[config.mk]
export PLATFORM = sky130hd
export DESIGN_NAME = serial_cfg
export DESIGN_NICKNAME = d
export VERILOG_FILES = /design/src/core/serial_cfg_pkg.sv /design/src/core/serial_baud_gen.sv /design/src/core/serial_parity.sv /design/src/core/serial_cfg.sv
export SDC_FILE = /design/constraint.sdc
export NUM_CORES = 1
export LEC_CHECK = 0
export ABC_AREA = 0
export BUFFER_PORTS_ARGS = -buffer_cell sky130_fd_sc_hd__buf_2
export CORE_MARGIN = 5
export CORE_UTILIZATION = 51
export CTS_CLUSTER_SIZE = 28
export DETAILED_ROUTE_END_ITERATION = 8
export PLACE_DENSITY = 0.77
export SLEW_MARGIN = 25
export SYNTH_ARGS = -nofsm -noshare
export SYNTH_HDL_FRONTEND = slang
export SYNTH_HIERARCHICAL = 1
export SYNTH_SLANG_ARGS = --single-unit
[constraint.sdc]
create_clock -name clk_i -period 3.7 [get_ports clk_i]
set_input_delay 0.74 -clock clk_i [delete_from_list [all_inputs] [get_ports clk_i]]
set_output_delay 0.74 -clock clk_i [all_outputs]
set_load 0.005 [all_outputs]
[src/core/serial_cfg_pkg.sv]
// Purpose: Shared constants and carrier types for the serial unit configuration block
// Assumes: Classic Wishbone slave, 8-bit registers in the low byte of 32-bit words
// Notes:   Offsets are byte addresses of word-aligned registers
package serial_cfg_pkg;

  localparam int DIV_W = 13;
  localparam int REG_W = 8;
  localparam int ADDR_W = 5;

  // Register byte offsets
  localparam logic [ADDR_W-1:0] OFF_DIV_HIGH  = 5'h00;
  localparam logic [ADDR_W-1:0] OFF_DIV_LOW   = 5'h04;
  localparam logic [ADDR_W-1:0] OFF_FRAME     = 5'h08;
  localparam logic [ADDR_W-1:0] OFF_CONTROL2  = 5'h0c;
  localparam logic [ADDR_W-1:0] OFF_STATUS    = 5'h10;
  localparam logic [ADDR_W-1:0] OFF_STATUS2   = 5'h14;
  localparam logic [ADDR_W-1:0] OFF_CONTROL3  = 5'h18;
  localparam logic [ADDR_W-1:0] OFF_DATA      = 5'h1c;

  // High divisor register fields and low divisor width
  localparam int HI_BRK_IE = 7;
  localparam int HI_EDGE_IE = 6;
  localparam int HI_DIV_MSB = 4;
  localparam int LO_DIV_W = 8;

  // Frame control fields
  localparam int FC_LOOP = 7;
  localparam int FC_SWAI = 6;
  localparam int FC_RECEIVER_SOURCE = 5;
  localparam int FC_NINE = 4;
  localparam int FC_WAKE = 3;
  localparam int FC_ILT = 2;
  localparam int FC_PE = 1;
  localparam int FC_PT = 0;

  // Control register 2 fields
  localparam int C2_TX_ON = 3;
  localparam int C2_RX_ON = 2;

  // Reset values
  localparam logic [REG_W-1:0] RST_DIV_HIGH = 8'h00;
  localparam logic [REG_W-1:0] RST_DIV_LOW  = 8'h04;
  localparam logic [REG_W-1:0] RST_FRAME    = 8'h00;
  localparam logic [REG_W-1:0] RST_ZERO     = 8'h00;

  localparam int OVERSAMPLE = 16;

  typedef struct packed {
    logic loop_select;
    logic stop_in_wait;
    logic receiver_source;
    logic nine_bit;
    logic wake_addr_mark;
    logic idle_after_stop;
    logic parity_on;
    logic parity_odd;
  } frame_cfg_t;

  typedef struct packed {
    logic tx_pin_o;
    logic tx_pin_oe;
    logic rx_pin_owned;
    logic rx_data;
  } pin_route_t;

endpackage

[src/core/serial_baud_gen.sv]
// Purpose: Baud tick generator, one tick per divisor bus clocks
// Assumes: Divisor changes take effect at once, the running count is compared with the new value
// Notes:   Idle and clockless while divisor is zero or run_i is low
`timescale 1ns/1ns
module serial_baud_gen #(
  parameter int DIV_W = serial_cfg_pkg::DIV_W
) (
  // Clock and reset
  input  wire logic             clk_i,
  input  wire logic             rst_i,
  // Control
  input  wire logic             run_i,
  input  wire logic [DIV_W-1:0] divisor_i,
  // Ticks
  output logic                  tick16_o,
  output logic                  bit_tick_o
);

  logic [DIV_W-1:0] count;
  logic [3:0]       phase;
  logic             active;

  assign active = run_i && (divisor_i != '0);

  always_ff @(posedge clk_i)
  begin
    if (rst_i || !active)
    begin
      count    <= '0;
      tick16_o <= 1'b0;
    end
    else if (count >= divisor_i - DIV_W'(1))
    begin
      count    <= '0;
      tick16_o <= 1'b1;
    end
    else
    begin
      count    <= count + DIV_W'(1);
      tick16_o <= 1'b0;
    end
  end

  // Sixteen sampling ticks make one bit time
  always_ff @(posedge clk_i)
  begin
    if (rst_i || !active)
    begin
      phase      <= '0;
      bit_tick_o <= 1'b0;
    end
    else
    begin
      bit_tick_o <= tick16_o && (phase == 4'(serial_cfg_pkg::OVERSAMPLE - 1));
      if (tick16_o)
        phase <= phase + 4'h1;
    end
  end

endmodule

[src/core/serial_parity.sv]
// Purpose: Parity generation and check for 8- or 9-bit characters
// Assumes: Parity bit is the most significant data bit
// Notes:   Purely combinational
`timescale 1ns/1ns
module serial_parity (
  // Configuration
  input  wire logic       nine_bit_i,
  input  wire logic       parity_odd_i,
  // Data
  input  wire logic [8:0] tx_data_i,
  input  wire logic [8:0] rx_data_i,
  // Results
  output logic [8:0]      tx_char_o,
  output logic            rx_error_o
);

  logic [7:0] tx_low;
  logic       tx_par;
  logic       rx_ones;

  // Parity over the data bits below the parity position
  assign tx_low = nine_bit_i ? tx_data_i[7:0] : {1'b0, tx_data_i[6:0]};
  assign tx_par = (^tx_low) ^ parity_odd_i;
  assign tx_char_o = nine_bit_i ? {tx_par, tx_data_i[7:0]}
                                : {1'b0, tx_par, tx_data_i[6:0]};
  assign rx_ones = nine_bit_i ? ^rx_data_i : ^rx_data_i[7:0];
  assign rx_error_o = rx_ones ^ parity_odd_i;

endmodule

[src/core/serial_cfg.sv]
// Purpose: Baud divisor and frame control registers of the serial unit
// Assumes: Classic Wishbone slave on clk_i, shifters sit outside this block
// Notes:   Ack comes one cycle after the request and drops the cycle after
//
// The Wishbone slave port and the register offsets were left to the implementer.
`timescale 1ns/1ns
module serial_cfg #(
  parameter int DIV_W = serial_cfg_pkg::DIV_W
) (
  // Clock and reset
  input  wire logic        clk_i,
  input  wire logic        rst_i,
  // Wishbone slave
  input  wire logic        cyc_i,
  input  wire logic        stb_i,
  input  wire logic        we_i,
  input  wire logic [4:0]  adr_i,
  input  wire logic [3:0]  sel_i,
  input  wire logic [31:0] dat_i,
  output logic [31:0]      dat_o,
  output logic             ack_o,
  // System state
  input  wire logic        wait_mode_i,
  // Status from shifters
  input  wire logic        break_detect_flag_i,
  input  wire logic        rx_edge_flag_i,
  input  wire logic [7:0]  status_i,
  input  wire logic [7:0]  status2_i,
  input  wire logic [8:0]  rx_char_i,
  input  wire logic        tx_serial_i,
  // Pins
  input  wire logic        rx_pin_i,
  input  wire logic        tx_pin_i,
  output logic             tx_pin_o,
  output logic             tx_pin_oe_o,
  output logic             rx_pin_owned_o,
  // To shifters
  output logic             unit_clk_run_o,
  output logic             tick16_o,
  output logic             bit_tick_o,
  output logic             rx_data_o,
  output serial_cfg_pkg::frame_cfg_t frame_o,
  output logic [7:0]       control2_o,
  output logic [7:0]       control3_o,
  output logic [7:0]       tx_data_o,
  output logic             tx_load_o,
  output logic             rx_read_o,
  output logic [8:0]       tx_char_o,
  output logic             rx_parity_err_o,
  output logic             irq_o
);

  logic [7:0]       div_high;
  logic [4:0]       div_high_buf;
  logic [7:0]       div_low;
  logic [DIV_W-1:0] divisor_value;
  logic [7:0]       frame;
  logic [7:0]       control2;
  logic [7:0]       control3;
  logic [7:0]       tx_data;
  logic             baud_armed;
  logic             rx_meta;
  logic             rx_sync;
  logic             txp_meta;
  logic             txp_sync;
  logic             req;
  logic             wr_low;
  logic [7:0]       next_read;
  logic             rx_mux;
  logic [8:0]       raw_char;
  logic [8:0]       par_char;

  assign req    = cyc_i && stb_i && !ack_o;
  assign wr_low = req && we_i && sel_i[0];

  function automatic logic hit(input logic [4:0] a, input logic [4:0] off);
    hit = (a == off);
  endfunction

  // Bus handshake, one wait state
  always_ff @(posedge clk_i)
  begin
    if (rst_i)
      ack_o <= 1'b0;
    else
      ack_o <= req;
  end

  // High half kept in a buffer until the low half lands
  always_ff @(posedge clk_i)
  begin
    if (rst_i)
    begin
      div_high     <= serial_cfg_pkg::RST_DIV_HIGH;
      div_high_buf <= serial_cfg_pkg::RST_DIV_HIGH[4:0];
    end
    else if (wr_low && hit(adr_i, serial_cfg_pkg::OFF_DIV_HIGH))
    begin
      div_high     <= {dat_i[7:6], 1'b0, div_high[4:0]};
      div_high_buf <= dat_i[serial_cfg_pkg::HI_DIV_MSB:0];
    end
    else if (wr_low && hit(adr_i, serial_cfg_pkg::OFF_DIV_LOW))
      div_high[4:0] <= div_high_buf;
  end

  always_ff @(posedge clk_i)
  begin
    if (rst_i)
      div_low <= serial_cfg_pkg::RST_DIV_LOW;
    else if (wr_low && hit(adr_i, serial_cfg_pkg::OFF_DIV_LOW))
      div_low <= dat_i[7:0];
  end

  assign divisor_value = {div_high[4:0], div_low};

  always_ff @(posedge clk_i)
  begin
    if (rst_i)
      frame <= serial_cfg_pkg::RST_FRAME;
    else if (wr_low && hit(adr_i, serial_cfg_pkg::OFF_FRAME))
      frame <= dat_i[7:0];
  end

  always_ff @(posedge clk_i)
  begin
    if (rst_i)
      control2 <= serial_cfg_pkg::RST_ZERO;
    else if (wr_low && hit(adr_i, serial_cfg_pkg::OFF_CONTROL2))
      control2 <= dat_i[7:0];
  end

  always_ff @(posedge clk_i)
  begin
    if (rst_i)
      control3 <= serial_cfg_pkg::RST_ZERO;
    else if (wr_low && hit(adr_i, serial_cfg_pkg::OFF_CONTROL3))
      control3 <= dat_i[7:0];
  end

  always_ff @(posedge clk_i)
  begin
    if (rst_i)
      tx_data <= serial_cfg_pkg::RST_ZERO;
    else if (wr_low && hit(adr_i, serial_cfg_pkg::OFF_DATA))
      tx_data <= dat_i[7:0];
  end

  // Baud generator stays idle until an enable is first written to one
  always_ff @(posedge clk_i)
  begin
    if (rst_i)
      baud_armed <= 1'b0;
    else if (wr_low && hit(adr_i, serial_cfg_pkg::OFF_CONTROL2)
             && (dat_i[serial_cfg_pkg::C2_TX_ON] || dat_i[serial_cfg_pkg::C2_RX_ON]))
      baud_armed <= 1'b1;
  end

  always_ff @(posedge clk_i)
  begin
    if (rst_i)
      tx_load_o <= 1'b0;
    else
      tx_load_o <= wr_low && hit(adr_i, serial_cfg_pkg::OFF_DATA);
  end

  always_ff @(posedge clk_i)
  begin
    if (rst_i)
      rx_read_o <= 1'b0;
    else
      rx_read_o <= req && !we_i && hit(adr_i, serial_cfg_pkg::OFF_DATA);
  end

  // Read mux, eight byte-wide registers
  always_comb
  begin
    next_read = serial_cfg_pkg::RST_ZERO;
    unique case (adr_i)
      serial_cfg_pkg::OFF_DIV_HIGH: next_read = div_high;
      serial_cfg_pkg::OFF_DIV_LOW:  next_read = div_low;
      serial_cfg_pkg::OFF_FRAME:    next_read = frame;
      serial_cfg_pkg::OFF_CONTROL2: next_read = control2;
      serial_cfg_pkg::OFF_STATUS:   next_read = status_i;
      serial_cfg_pkg::OFF_STATUS2:  next_read = status2_i;
      serial_cfg_pkg::OFF_CONTROL3: next_read = {rx_char_i[8], control3[6:0]};
      serial_cfg_pkg::OFF_DATA:     next_read = rx_char_i[7:0];
      default:                      next_read = serial_cfg_pkg::RST_ZERO;
    endcase
  end

  always_ff @(posedge clk_i)
  begin
    if (rst_i)
      dat_o <= '0;
    else if (req && !we_i)
      dat_o <= {24'h000000, next_read};
    else
      dat_o <= '0;
  end

  // Pin synchronisers
  always_ff @(posedge clk_i)
  begin
    if (rst_i)
    begin
      rx_meta <= 1'b1;
      rx_sync <= 1'b1;
    end
    else
    begin
      rx_meta <= rx_pin_i;
      rx_sync <= rx_meta;
    end
  end

  // Transmit pin read back for single-wire receive
  always_ff @(posedge clk_i)
  begin
    if (rst_i)
    begin
      txp_meta <= 1'b1;
      txp_sync <= 1'b1;
    end
    else
    begin
      txp_meta <= tx_pin_i;
      txp_sync <= txp_meta;
    end
  end

  // Receiver input routing
  always_comb
  begin
    if (!frame[serial_cfg_pkg::FC_LOOP])
      rx_mux = rx_sync;
    else if (frame[serial_cfg_pkg::FC_RECEIVER_SOURCE])
      rx_mux = txp_sync;
    else
      rx_mux = tx_serial_i;
  end

  always_ff @(posedge clk_i)
  begin
    if (rst_i)
      rx_data_o <= 1'b1;
    else
      rx_data_o <= rx_mux;
  end

  always_ff @(posedge clk_i)
  begin
    if (rst_i)
    begin
      tx_pin_o    <= 1'b1;
      tx_pin_oe_o <= 1'b0;
    end
    else
    begin
      tx_pin_o    <= tx_serial_i;
      tx_pin_oe_o <= control2[serial_cfg_pkg::C2_TX_ON];
    end
  end

  always_ff @(posedge clk_i)
  begin
    if (rst_i)
      rx_pin_owned_o <= 1'b0;
    else
      rx_pin_owned_o <= control2[serial_cfg_pkg::C2_RX_ON]
                        && !frame[serial_cfg_pkg::FC_LOOP];
  end

  // Clocks freeze in wait mode only when asked to
  always_ff @(posedge clk_i)
  begin
    if (rst_i)
      unit_clk_run_o <= 1'b1;
    else
      unit_clk_run_o <= !(wait_mode_i && frame[serial_cfg_pkg::FC_SWAI]);
  end

  always_ff @(posedge clk_i)
  begin
    if (rst_i)
      irq_o <= 1'b0;
    else
      irq_o <= (div_high[serial_cfg_pkg::HI_BRK_IE] && break_detect_flag_i)
               || (div_high[serial_cfg_pkg::HI_EDGE_IE] && rx_edge_flag_i);
  end

  // Frame options passed to the shifters
  assign frame_o = serial_cfg_pkg::frame_cfg_t'(frame);
  assign control2_o = control2;
  assign control3_o = control3;
  assign tx_data_o  = tx_data;

  serial_baud_gen #(
    .DIV_W(DIV_W)
  ) u_baud (
    .clk_i      (clk_i),
    .rst_i      (rst_i),
    .run_i      (baud_armed && unit_clk_run_o),
    .divisor_i  (divisor_value),
    .tick16_o   (tick16_o),
    .bit_tick_o (bit_tick_o)
  );

  logic par_err;

  serial_parity u_parity (
    .nine_bit_i   (frame[serial_cfg_pkg::FC_NINE]),
    .parity_odd_i (frame[serial_cfg_pkg::FC_PT]),
    .tx_data_i    ({control3[6], tx_data}),
    .rx_data_i    (rx_char_i),
    .tx_char_o    (par_char),
    .rx_error_o   (par_err)
  );

  assign rx_parity_err_o = frame[serial_cfg_pkg::FC_PE] && par_err;

  // Without parity the character goes out exactly as software wrote it
  assign raw_char  = frame[serial_cfg_pkg::FC_NINE] ? {control3[6], tx_data}
                                                    : {1'b0, tx_data};
  assign tx_char_o = frame[serial_cfg_pkg::FC_PE] ? par_char : raw_char;

endmodule

Yosys cells after proc, flatten, opt, wreduce, memory -nomap -nowiden --
Cells that the tools add are included.
Storage, ports and cells: flip-flop bits (word level) 117, output and inout bits 85, logic and storage cells 90
Operators by class: add/subtract/negate cells 3, $lt $le $gt $ge 1, equal/unequal tests 8, muxes and demuxes 9, bitwise operators 4, reductions and logical operators 37
Operators with widths (number):
- $pmux 8 s8 | 1
- $mux 9 | 3
- $logic_and 1x1->1 | 21
- $eq 5x5->1 const B | 4
- $reduce_xor 8->1 | 2
- $add 13x1->13 const B | 1
- $ge 13x13->1 | 1
- $reduce_bool 13->1 | 1
- $sub 13x1->13 const B | 1
- $eq 5x4->1 const B | 2
- $reduce_xor 9->1 | 1
- $mux 8 | 1
- $eq 5x3->1 const B | 1
- $logic_not 1->1 | 5
- $logic_not 5->1 | 1
- $add 4x1->4 const B | 1
- $eq 4x4->1 const B | 1
- $mux 1 | 4
- $reduce_or 2->1 | 2
- $logic_or 1x1->1 | 3
- $not 1->1 | 2
- $reduce_and 2->1 | 1
- $xor 1x1->1 | 2

Longest topological paths before layout --
Gate-level depths: netlist of the first run.
depth in word-level cells 7, depth in mapped cells 12, depth with buffers taken out 11

Hierarchy --
Netlist of the first run, hierarchy kept.
By module, submodules not included:
- serial_cfg | instances 1, cells each 333, area an instance 3388.2 um^2
- serial_baud_gen | instances 1, cells each 147, area an instance 1438.9 um^2
- serial_parity | instances 1, cells each 29, area an instance 227.7 um^2

Least setup slack after synthesis of the first run --
Ideal clock, no wire load.
kind register -> register, start register div_low[0], end register u_baud.count[10], arrival time 2.702 ns, required time 3.553 ns, setup slack 0.851 ns, cell stages (with the launch flop) 13, path buffers 1, period minus slack after synthesis 2.849 ns, cells stage by stage dfxtp_1 inv_1 ha_1 nor3b_2 nand2_1 or3_1 xor2_1 ha_1 nand4_4 or4_4 nand3b_4 buf_12 nor4_2
Between the ends: cells in the longest elaborated chain, start to end 5, elaborated cells between the ends (all ways) 7, those cells by class 1 x add/sub; 1 x order compare; 5 x reduce/logical
RTL lines:
- start, declared | line serial_cfg.sv:55 | logic [7:0] div_low;
- start signal, assigned | line serial_cfg.sv:109 | div_low <= serial_cfg_pkg::RST_DIV_LOW;
- start signal, assigned | line serial_cfg.sv:111 | div_low <= dat_i[7:0];
- branches (longest 4 deep; another with $sub 13x1->13)
- $reduce_or 2->1 (no source line) (*)
- end signal, assigned | line serial_baud_gen.sv:39 | count <= count + DIV_W'(1);
- end, declared | line serial_baud_gen.sv:19 | logic [DIV_W-1:0] count;
Mark *: on every way between the ends. A chain may end at the register's enable or synchronous reset.

Final worst setup path of the first run --
start register div_low[0], end register u_baud.count[6]
The elaborated chain is that of the path after synthesis.

==> results of run 1 <==
## kinds of logic (layout without fill, tap and decap cells)
| logic type | after synthesis | count (layout) | synth area share |
|---|---|---|---|
| buffers and inverters | 70 | 143 | 0.08861 |
| muxes | 83 | 83 | 0.1837 |
| AOI/OAI and AO/OA | 39 | 39 | 0.05099 |
| DFF | 93 | 93 | 0.3683 |
| xor gates and xnor gates | 41 | 41 | 0.07104 |
| adders and majority gates | 16 | 16 | 0.03960 |
| and+or+nand+nor | 166 | 166 | 0.1970 |
| other | 1 | 24 | 0.0007419 |
## through the flow
stage / setup slack (ps) / utilization / instance area [um2]
after floorplan: 851.1 / - / 5141
after global placement: 729.3 / 0.5666 / 5513
after detailed placement: 613.4 / 0.5666 / 5513
after CTS: 579.7 / 0.5845 / 5687
after global routing: 365.6 / 0.5845 / 5687
final: 567.4 / 0.5845 / 5687
## cell usage in the layout (no fill, tap or decap), types with 5 or more instances in the layout
master and instances:
sky130_fd_sc_hd__a21oi_1 16, sky130_fd_sc_hd__xnor2_1 33, sky130_fd_sc_hd__mux4_2 7, sky130_fd_sc_hd__nand3_1 6, sky130_fd_sc_hd__or2_2 7, sky130_fd_sc_hd__clkbuf_8 11, sky130_fd_sc_hd__nor3_1 6, sky130_fd_sc_hd__nor4_2 12
sky130_fd_sc_hd__xor2_1 8, sky130_fd_sc_hd__conb_1 24, sky130_fd_sc_hd__nor4_1 5, sky130_fd_sc_hd__ha_1 16, sky130_fd_sc_hd__nor4_4 5, sky130_fd_sc_hd__nand4_1 5, sky130_fd_sc_hd__nor2_1 76, sky130_fd_sc_hd__buf_4 5
sky130_fd_sc_hd__inv_1 14, sky130_fd_sc_hd__o22ai_1 6, sky130_fd_sc_hd__mux2i_1 68, sky130_fd_sc_hd__buf_2 110, sky130_fd_sc_hd__nand2_1 17, sky130_fd_sc_hd__mux2_2 8, sky130_fd_sc_hd__dfxtp_1 93
## path summary, 6_finish.rpt
path,cells after the start,endpoint,slack [ps]
hold / removal,1,txp_sync$_SDFF_PP1_,420
setup / recovery,11,u_baud/count[6]$_SDFF_PP0_,570
hold reg to reg,1,txp_sync$_SDFF_PP1_,420
setup reg to reg,11,u_baud/count[6]$_SDFF_PP0_,570
## worst max-delay path, delay by kind of cell (launching register included)
family,cells,cell delay (ps)
AND/OR/NAND/NOR,7,1860
adder cells (fa/ha/maj),2,540
flip-flops,1,350
XOR/XNOR,1,160
buffers and inverters,1,100
## cell type report
class | instances | area [um2] | share of cell area
Clock buffer | 11 | 151.4 | 0.02662
Clock inverter | 3 | 22.52 | 0.003960
Inverter | 14 | 52.55 | 0.009241
Multi-Input combinational cell | 369 | 2844 | 0.5001
Sequential cell | 93 | 1862 | 0.3274
Tap cell | 133 | 166.4 | 0.02926
Timing Repair Buffer | 115 | 588.1 | 0.1034
## registers in the layout, indices dropped and copies added, names as in the netlist, 5 cells and up
signal	flops
control2_o	8
control3_o	8
dat_o	8
div_high	7
div_high_buf	5
div_low	8
frame_o	8
tx_data_o	8
u_baud/count	13
## routing by layer
layer  wire, um  GRT usage
met4        214    0.06589
met2       6065     0.3622
met5          0          0
met1       5175     0.2584
met3        663    0.04874
## power by group through the flow
stage	Combinational, uW	Sequential, uW	Clock (uW)
floorplan	98.7	1030	0
global route	147	1010	692
finish	135	1010	628
global placement	129	1030	0
detailed placement	132	1030	0
CTS	133	1010	640
==> flow_metrics.env, run 1 <==
export IMPL_total_setup_violations_reported_at_the_end_of_the_flow=0
export IMPL_global_route_usage_total=0.2097
export IMPL_drtPass1Iterations=5
export IMPL_dp_hpwl_mm=9.170
export IMPL_cp_cell_sequence="inv_1 -> ha_1 -> nor3b_2 -> nand2_1 -> or3_1 -> xor2_1 -> ha_1 -> nand4_4 -> or4_4 -> nand3b_4 -> nor4_1"
export IMPL_p_total_uw=1769
export IMPL_internal_power_uw=1335
export IMPL_crit_fanout=13
export IMPL_timing_fmax_mhz=319.2
export IMPL_hold_path_class="reg2reg"
export IMPL_worst_pin_slew_ps=781.0
export IMPL_io_pin_count=162
export IMPL_worst_setup_path_type="reg2reg"
export IMPL_cts_tree="done"
export IMPL_cts_hold_buffers=0
export IMPL_post_synth_cell_area_avg_um2=9.931
export IMPL_synth_seq_cells=93
export IMPL_synth_top_cells_by_count="93 x sky130_fd_sc_hd__dfxtp_1, 76 x sky130_fd_sc_hd__nor2_1, 68 x sky130_fd_sc_hd__mux2i_1"
export IMPL_setup_total_negative_slack_ps=0
export IMPL_synth_edf_count=0
export IMPL_yosysMostFrequentCell="sky130_fd_sc_hd__dfxtp_1"
export IMPL_p_per_area_nw_per_um2=311.1
export IMPL_grt_pass1_vias=3923
export IMPL_number_of_instances_in_the_synthesized_netlist=509
export IMPL_placementRows=36
export IMPL_swShare=0.2451
export IMPL_fill_cells=865
export IMPL_stdcell_count=738
export IMPL_rsz0062_at_grt="false"
export IMPL_maxCapViolations=0
export IMPL_clockBufferDepth=2
export IMPL_die_h_um=109.6
export IMPL_totalWireLength_mm=12.12
export IMPL_placeableCoreArea_um2=9729
export IMPL_final_layout_size_suffix_gt1_frac=0.2926
export IMPL_synthDominantAreaCellType="sky130_fd_sc_hd__dfxtp_1"
export IMPL_cts_htree_levels=3
export IMPL_routabilityCongestion=0.8168
export IMPL_worst_setup_path_end_kind="flop"
export IMPL_share_clk_of_total_power=0.355
export IMPL_post_cts_setup_buffers=0
export IMPL_period_minus_slack_ps=3133
export IMPL_die_x_um=109.6
export IMPL_grt_first_pass_wirelength_mm=19.64
export IMPL_placed_cells_incl_taps=724
export IMPL_dr_total_vias=3968
export IMPL_timing_hold_worst_start="txp_meta$_SDFF_PP1_"
export IMPL_worst_hold_margin_ps=418.5
export IMPL_final_net_count=695
export IMPL_final_min_period_over_clock_period=0.8467
export IMPL_detail_route_antenna_nets=0
export IMPL_ys_seq_area_frac=0.3683
export IMPL_cp_common_cell="sky130_fd_sc_hd__ha_1"
export IMPL_globalRouteOverflowTotal=0
export IMPL_vdd_drop_max_uv=207.8
export IMPL_antenna_violations_before_repair=0
export IMPL_power_share_sequential=0.569
export IMPL_mappedNetlistArea_um2=5055
export IMPL_status="finished, final reports clean"
export IMPL_synth_cell_types=51
export IMPL_initial_utilization=0.5195
export IMPL_timing_critical_path_arrival_ps=3370
export IMPL_avgViaCountPerCell=5.377
export IMPL_critical_path_required_ps=3940
export IMPL_yosys_warnings=6
export IMPL_timing_max_slew_rel_slack=0.4793
export IMPL_worstSetupStartpoint="div_low[0]$_SDFFE_PP0P_"
export IMPL_timing_clock_skew_ps=16.17
export IMPL_net_switching_power_uw=433.6
export IMPL_critical_path_slowest_cell="sky130_fd_sc_hd__or4_4"
export IMPL_netlist_area_leader_share=0.3683
export IMPL_route_detailed_wl_per_inst_um=16.42
export IMPL_final_hold_violation_count=0
export IMPL_netlist_top_cells_area="sky130_fd_sc_hd__dfxtp_1 37%, sky130_fd_sc_hd__mux2i_1 13%, sky130_fd_sc_hd__xnor2_1 5.7%"
export IMPL_drc=0
export IMPL_tritoncts_buffer_count=9
export IMPL_port_buffers=110
export IMPL_async_reset_ff_frac=0
export IMPL_worst_r2r_startpoint="div_low[0]$_SDFFE_PP0P_"
export IMPL_antennaDiodeCount=0
export IMPL_cts_repair_resize_count=0
export IMPL_cellLeakagePower_uw=0.002366
export IMPL_clkSinkCount=93
export IMPL_drtIter0Drc=146
export IMPL_die_area_um2=12000
export IMPL_critical_path_max_stage_delay_ps=570
export IMPL_dominantRegCellSynth="sky130_fd_sc_hd__dfxtp_1"
export IMPL_clk_latency_ps=370
export IMPL_combinational_fraction_of_design_power=0.076
export IMPL_area_growth_pct=12.50
export IMPL_clock_slew_at_the_register_clock_pins_of_the_worst_setup_and_hold_paths_ps=90
export IMPL_slew_violations=0
export IMPL_pin_count_of_the_biggest_net_entering_global_routing=40
export IMPL_clock_tree_root_cell="sky130_fd_sc_hd__clkbuf_8"
export IMPL_worst_setup_path_start_kind="flop"
Power figures use the tool's default switching activity.
==> inputs of run 2 (changes only) <==
- CORE_UTILIZATION: 51 -> 46
- PLACE_DENSITY: 0.77 -> 0.73
- clock period: 3.7 -> 2.8 ns (I/O delays scaled with it)
==> flow_metrics.env, run 2 (same netlist as run 1, synthesis figures left out) <==
export IMPL_status="finished, final reports clean"
export IMPL_antenna_violations_before_repair=0
export IMPL_rr_endpoint="u_baud/count[5]$_SDFF_PP0_"
export IMPL_internal_power_uw=1753
export IMPL_layout_common_cells="110 x sky130_fd_sc_hd__buf_2, 90 x sky130_fd_sc_hd__dfxtp_1, 74 x sky130_fd_sc_hd__nor2_1"
export IMPL_drtPass1Iterations=4
export IMPL_cp_cell_sequence="or4_4 -> nand2b_4 -> buf_6 -> nor2_4 -> xnor2_2 -> ha_1 -> nand4_4 -> or4_4 -> nand3b_4 -> nor4_1"
export IMPL_clockBufferDepth=2
export IMPL_tritoncts_buffer_count=9
export IMPL_die_x_um=114.8
export IMPL_timing_hold_worst_start="tx_pin_i"
export IMPL_detail_route_antenna_nets=0
export IMPL_clkSinkCount=93
export IMPL_swShare=0.2476
export IMPL_min_path_cells=2
export IMPL_drtIter0Drc=182
export IMPL_maxCapViolations=0
export IMPL_dpl_instance_area_um2=5708
export IMPL_critical_path_required_ps=3030
export IMPL_p_total_uw=2329
export IMPL_cts_hold_buffers=0
export IMPL_clock_tree_root_cell="sky130_fd_sc_hd__clkbuf_8"
export IMPL_worst_r2r_startpoint="div_low[1]$_SDFFE_PP0P_"
export IMPL_port_buffers=110
export IMPL_initial_utilization=0.4684
export IMPL_power_share_sequential=0.570
export IMPL_worst_setup_path_type="reg2reg"
export IMPL_cpLargestDelayFamily="simple AND/OR/NAND/NOR gates"
export IMPL_vdd_drop_max_uv=328.9
export IMPL_drc=0
export IMPL_final_layout_size_suffix_gt1_frac=0.3491
export IMPL_io_pin_count=162
export IMPL_hold_path_class="in2reg"
export IMPL_timing_clock_skew_ps=14.68
export IMPL_flip_flop_count_of_the_largest_register_all_copies_and_words_added=13
export IMPL_grt_first_pass_wirelength_mm=20.60
export IMPL_routabilityCongestion=0.8448
export IMPL_critical_path_slowest_cell="sky130_fd_sc_hd__or4_4"
export IMPL_layout_cells_most_common="sky130_fd_sc_hd__buf_2"
export IMPL_pin_count_of_the_biggest_net_entering_global_routing=66
export IMPL_dp_hpwl_mm=9.548
export IMPL_die_h_um=114.8
export IMPL_placeableCoreArea_um2=10790
export IMPL_final_hold_violation_count=0
export IMPL_cts_tree="done"
export IMPL_rsz0062_at_grt="true"
export IMPL_die_area_um2=13180
export IMPL_final_design_area_no_fill_um2=6056
export IMPL_critical_path_max_stage_delay_ps=600
export IMPL_regMostFlops="u_baud/count"
export IMPL_antennaDiodeCount=0
export IMPL_crit_fanout=7
export IMPL_final_net_count=721
export IMPL_worst_setup_path_end_kind="flop"
export IMPL_combinational_fraction_of_design_power=0.078
export IMPL_slew_violations=0
export IMPL_avgViaCountPerCell=5.206
export IMPL_cts_htree_levels=3
export IMPL_reg2reg_slack_ps=70
export IMPL_total_setup_violations_reported_at_the_end_of_the_flow=0
export IMPL_grt_pass1_vias=4114
export IMPL_clk_latency_ps=370
export IMPL_whs_endpoint="txp_meta$_SDFF_PP1_"
export IMPL_period_minus_slack_ps=2731
export IMPL_dr_total_vias=4024
export IMPL_cp_common_cell="sky130_fd_sc_hd__or4_4"
export IMPL_area_growth_pct=19.80
export IMPL_p_per_area_nw_per_um2=384.6
export IMPL_final_min_period_over_clock_period=0.9753
export IMPL_r2r_worst_path_cells=10
export IMPL_clock_slew_at_the_register_clock_pins_of_the_worst_setup_and_hold_paths_ps=90
export IMPL_route_detailed_wl_per_inst_um=16.64
export IMPL_cellLeakagePower_uw=0.002531
export IMPL_timing_fmax_mhz=366.2
export IMPL_net_switching_power_uw=576.7
export IMPL_worst_setup_path_start_kind="flop"
export IMPL_share_clk_of_total_power=0.352
export IMPL_worst_pin_slew_ps=695.3
export IMPL_timing_max_slew_rel_slack=0.5330
export IMPL_global_route_usage_total=0.1955
export IMPL_fill_cells=931
export IMPL_placementRows=38
export IMPL_timing_critical_path_arrival_ps=2960
export IMPL_critical_path_buf_inv_count=1
export IMPL_globalRouteOverflowTotal=0
export IMPL_totalWireLength_mm=12.86
## run 2: how the worst max path moves through the flow
stage / startpoint / end / slack, ps / depth (start not counted)
after floorplan: div_low[0]$_SDFFE_PP0P_ / u_baud/count[10]$_SDFF_PP0_ / -3 / 12
after global routing: div_low[0]$_SDFFE_PP0P_ / u_baud/count[5]$_SDFF_PP0_ / -40 / 12
after detailed placement: div_low[1]$_SDFFE_PP0P_ / u_baud/count[1]$_SDFF_PP0_ / -70 / 9
after global placement: div_low[1]$_SDFFE_PP0P_ / u_baud/count[6]$_SDFF_PP0_ / -230 / 8
final: div_low[1]$_SDFFE_PP0P_ / u_baud/count[5]$_SDFF_PP0_ / 70 / 10
after CTS: div_low[1]$_SDFFE_PP0P_ / u_baud/count[1]$_SDFF_PP0_ / 10 / 9
## run 2: metal layers
layer | wire [um] | vias to the layer above | share of wire | GRT usage
li1 | - | 1956 | - | -
met1 | 5408 | 1936 | 0.42 | 0.2379
met2 | 6555 | 112 | 0.51 | 0.3423
met3 | 677 | 20 | 0.053 | 0.03474
met4 | 217 | 0 | 0.017 | 0.07825
met5 | 0 | - | 0 | 0
## run 2: metrics by stage
step / util / TNS (ps) / setup slack, ps / cells / hold WS, ps
floorplan: - / -22.44 / -3.005 / 532 / 389.5
finish: 0.5611 / 0 / 69.11 / 773 / 371.7
detailed placement: 0.5289 / -559.4 / -71.10 / 751 / 399.1
CTS: 0.5518 / 0 / 10.26 / 772 / 358.5
global placement: 0.5286 / -2509 / -226.4 / 751 / 397.1
global route: 0.5611 / -241.6 / -38.84 / 773 / 364.9
## run 2: cell type report
class,count,area [um2],area share
multi-input cells,370,2989,0.4936
flip-flops and latches,93,1868,0.3085
repair buffers,140,792.0,0.1308
well taps,140,175.2,0.02893
clock buffers,11,141.4,0.02335
inverters,14,55.05,0.009091
clock inverters,5,35.03,0.005785
## run 2: power by group through the flow
stage | combinational [uW] | clock (uW) | sequential [uW]
floorplan | 131 | 0 | 1360
global placement | 175 | 0 | 1360
detailed placement | 179 | 0 | 1360
CTS | 180 | 842 | 1330
global route | 198 | 903 | 1330
finish | 182 | 819 | 1330
## run 2: repair_timing
item / CTS / global route
setup endpoints to repair: 13 / 14
gates cloned: 1 / 0
setup buffers: 4 / 1
gates resized for setup: 4 / 16
pin swaps: 6 / 8
==> inputs of run 3 (changes only) <==
- clock period: 2.8 -> 2.4 ns (I/O delays scaled with it)
==> flow_metrics.env, run 3 (same netlist as run 1, synthesis figures left out) <==
export IMPL_clock_slew_at_the_register_clock_pins_of_the_worst_setup_and_hold_paths_ps=100
export IMPL_hold_path_class="in2reg"
export IMPL_rsz0062_at_grt="true"
export IMPL_die_area_um2=13180
export IMPL_final_design_area_no_fill_um2=6192
export IMPL_die_x_um=114.8
export IMPL_clk_latency_ps=370
export IMPL_cts_htree_levels=3
export IMPL_io_pin_count=162
export IMPL_final_hold_violation_count=0
export IMPL_cp_common_cell="sky130_fd_sc_hd__or4_4"
export IMPL_grt_pass1_vias=4040
export IMPL_cts_tree="done"
export IMPL_final_critical_path_setup_slack_ps=-307.4
export IMPL_maxCapViolations=0
export IMPL_final_min_period_over_clock_period=1.128
export IMPL_critical_path_required_ps=2660
export IMPL_placementRows=38
export IMPL_worst_pin_slew_ps=635.2
export IMPL_critical_path_buf_inv_count=1
export IMPL_initial_utilization=0.4684
export IMPL_cellLeakagePower_uw=0.002631
export IMPL_dp_slack_ps=-413.5
export IMPL_die_h_um=114.8
export IMPL_critical_path_max_stage_delay_ps=630
export IMPL_share_clk_of_total_power=0.388
export IMPL_dr_total_vias=4049
export IMPL_total_setup_violations_reported_at_the_end_of_the_flow=14
export IMPL_layout_cells_most_common="sky130_fd_sc_hd__buf_2"
export IMPL_timing_fmax_mhz=369.4
export IMPL_power_share_sequential=0.537
export IMPL_worst_setup_path_end_kind="flop"
export IMPL_swShare=0.2412
export IMPL_period_minus_slack_ps=2707
export IMPL_timing_clock_skew_ps=11.83
export IMPL_global_route_usage_total=0.1930
export IMPL_worst_hold_margin_ps=285.5
export IMPL_final_net_count=738
export IMPL_clkSinkCount=93
export IMPL_drtIter0Drc=142
export IMPL_route_detailed_wl_per_inst_um=16.11
export IMPL_totalWireLength_mm=12.73
export IMPL_crit_fanout=6
export IMPL_status="complete, but fails checks"
export IMPL_final_layout_size_suffix_gt1_frac=0.3738
export IMPL_net_switching_power_uw=696.3
export IMPL_dp_hpwl_mm=9.608
export IMPL_timing_critical_path_arrival_ps=2970
export IMPL_fill_cells=924
export IMPL_layout_common_cells="110 x sky130_fd_sc_hd__buf_2, 84 x sky130_fd_sc_hd__dfxtp_1, 76 x sky130_fd_sc_hd__nor2_1"
export IMPL_combinational_fraction_of_design_power=0.075
export IMPL_grt_first_pass_wirelength_mm=20.18
export IMPL_cpLargestDelayFamily="simple AND/OR/NAND/NOR gates"
export IMPL_violated_checks="negative setup slack"
export IMPL_antennaDiodeCount=0
export IMPL_detail_route_antenna_nets=0
export IMPL_p_per_area_nw_per_um2=466.1
export IMPL_routabilityCongestion=0.8850
export IMPL_drtPass1Iterations=4
export IMPL_placeableCoreArea_um2=10790
export IMPL_worst_setup_path_start_kind="flop"
export IMPL_worst_setup_path_type="reg2reg"
export IMPL_slew_violations=0
export IMPL_timing_max_slew_rel_slack=0.5766
export IMPL_port_buffers=110
export IMPL_tritoncts_buffer_count=9
export IMPL_critical_path_slowest_cell="sky130_fd_sc_hd__or4_4"
export IMPL_area_growth_pct=22.50
export IMPL_antenna_violations_before_repair=0
export IMPL_vdd_drop_max_uv=621.5
export IMPL_drc=0
export IMPL_internal_power_uw=2190
export IMPL_cp_cell_sequence="or4_4 -> buf_6 -> nor4_4 -> xnor2_1 -> ha_1 -> nand4_1 -> or4_4 -> nand3b_4 -> nor4_2"
export IMPL_p_total_uw=2886
export IMPL_pin_count_of_the_biggest_net_entering_global_routing=66
export IMPL_clockBufferDepth=2
export IMPL_regMostFlops="u_baud/count"
export IMPL_clock_tree_root_cell="sky130_fd_sc_hd__clkbuf_8"
export IMPL_avgViaCountPerCell=5.125
export IMPL_dpl_instance_area_um2=5818
export IMPL_flip_flop_count_of_the_largest_register_all_copies_and_words_added=13
export IMPL_globalRouteOverflowTotal=0
-- run 3: cell types whose count changed in the layout (fill, tap and decap cells not counted), moves of 2 or more --
cell                       before  now
sky130_fd_sc_hd__clkinv_2       2    0
sky130_fd_sc_hd__dfxtp_2        2    9
sky130_fd_sc_hd__buf_4         28   45
sky130_fd_sc_hd__dfxtp_1       90   84
sky130_fd_sc_hd__nor2_4         2    0
sky130_fd_sc_hd__xnor2_2        1    3
sky130_fd_sc_hd__xnor2_1       32   30
sky130_fd_sc_hd__nor2_1        74   76
-- run 3: timing repair --
item                                    in CTS  in global routing
cloned                                       1                  0
pin swaps                                    3                  9
hold buffers                                 0                  0
setup buffers                                5                  2
endpoints found under the setup margin      14                 15
gates resized for setup                      4                 16
-- run 3: area by class of cell --
class / count / area, um2 / area share
Multi-Input combinational cell: 370 / 2957 / 0.4775
Sequential cell: 93 / 1873 / 0.3025
Timing Repair Buffer: 157 / 919.6 / 0.1485
Tap cell: 140 / 175.2 / 0.02829
Clock buffer: 11 / 151.4 / 0.02445
Clock inverter: 5 / 63.81 / 0.01031
Inverter: 14 / 52.55 / 0.008487
-- run 3: path summary, 6_finish.rpt --
| check | from | endpoint | slack, ps | cells past startpoint |
|---|---|---|---|---|
| worst min register to register | rx_meta$_SDFF_PP1_ | rx_sync$_SDFF_PP1_ | 420 | 1 |
| worst max-delay path | div_low[1]$_SDFFE_PP0P_ | u_baud/count[12]$_SDFF_PP0_ | -310 | 9 |
| worst max register to register | div_low[1]$_SDFFE_PP0P_ | u_baud/count[12]$_SDFF_PP0_ | -310 | 9 |
| worst min-delay path | rx_pin_i | rx_meta$_SDFF_PP1_ | 290 | 2 |
-- run 3: per-stage QoR --
stage	setup TNS (ps)	utilization	std cells
4_1_cts	-3727	0.5664	788
2_1_floorplan	-5038	-	532
6_report	-4124	0.5737	790
3_3_place_gp	-4325	0.5391	766
5_1_grt	-5376	0.5737	790
3_5_place_dp	-5340	0.5391	766
-- run 3: power groups by stage --
stage	logic, uW	registers (uW)	clock network [uW]
after CTS	214	1550	1140
after detailed placement	213	1590	0
final	217	1550	1120
after floorplan	152	1590	0
after global placement	209	1590	0
after global routing	235	1550	1210
-- run 3: metal layers --
layer,GRT usage,up-vias,share of wire
met5,0,-,0
li1,-,1981,-
met1,0.2382,1912,0.43
met4,0.06182,0,0.021
met3,0.04526,21,0.053
met2,0.3337,135,0.50
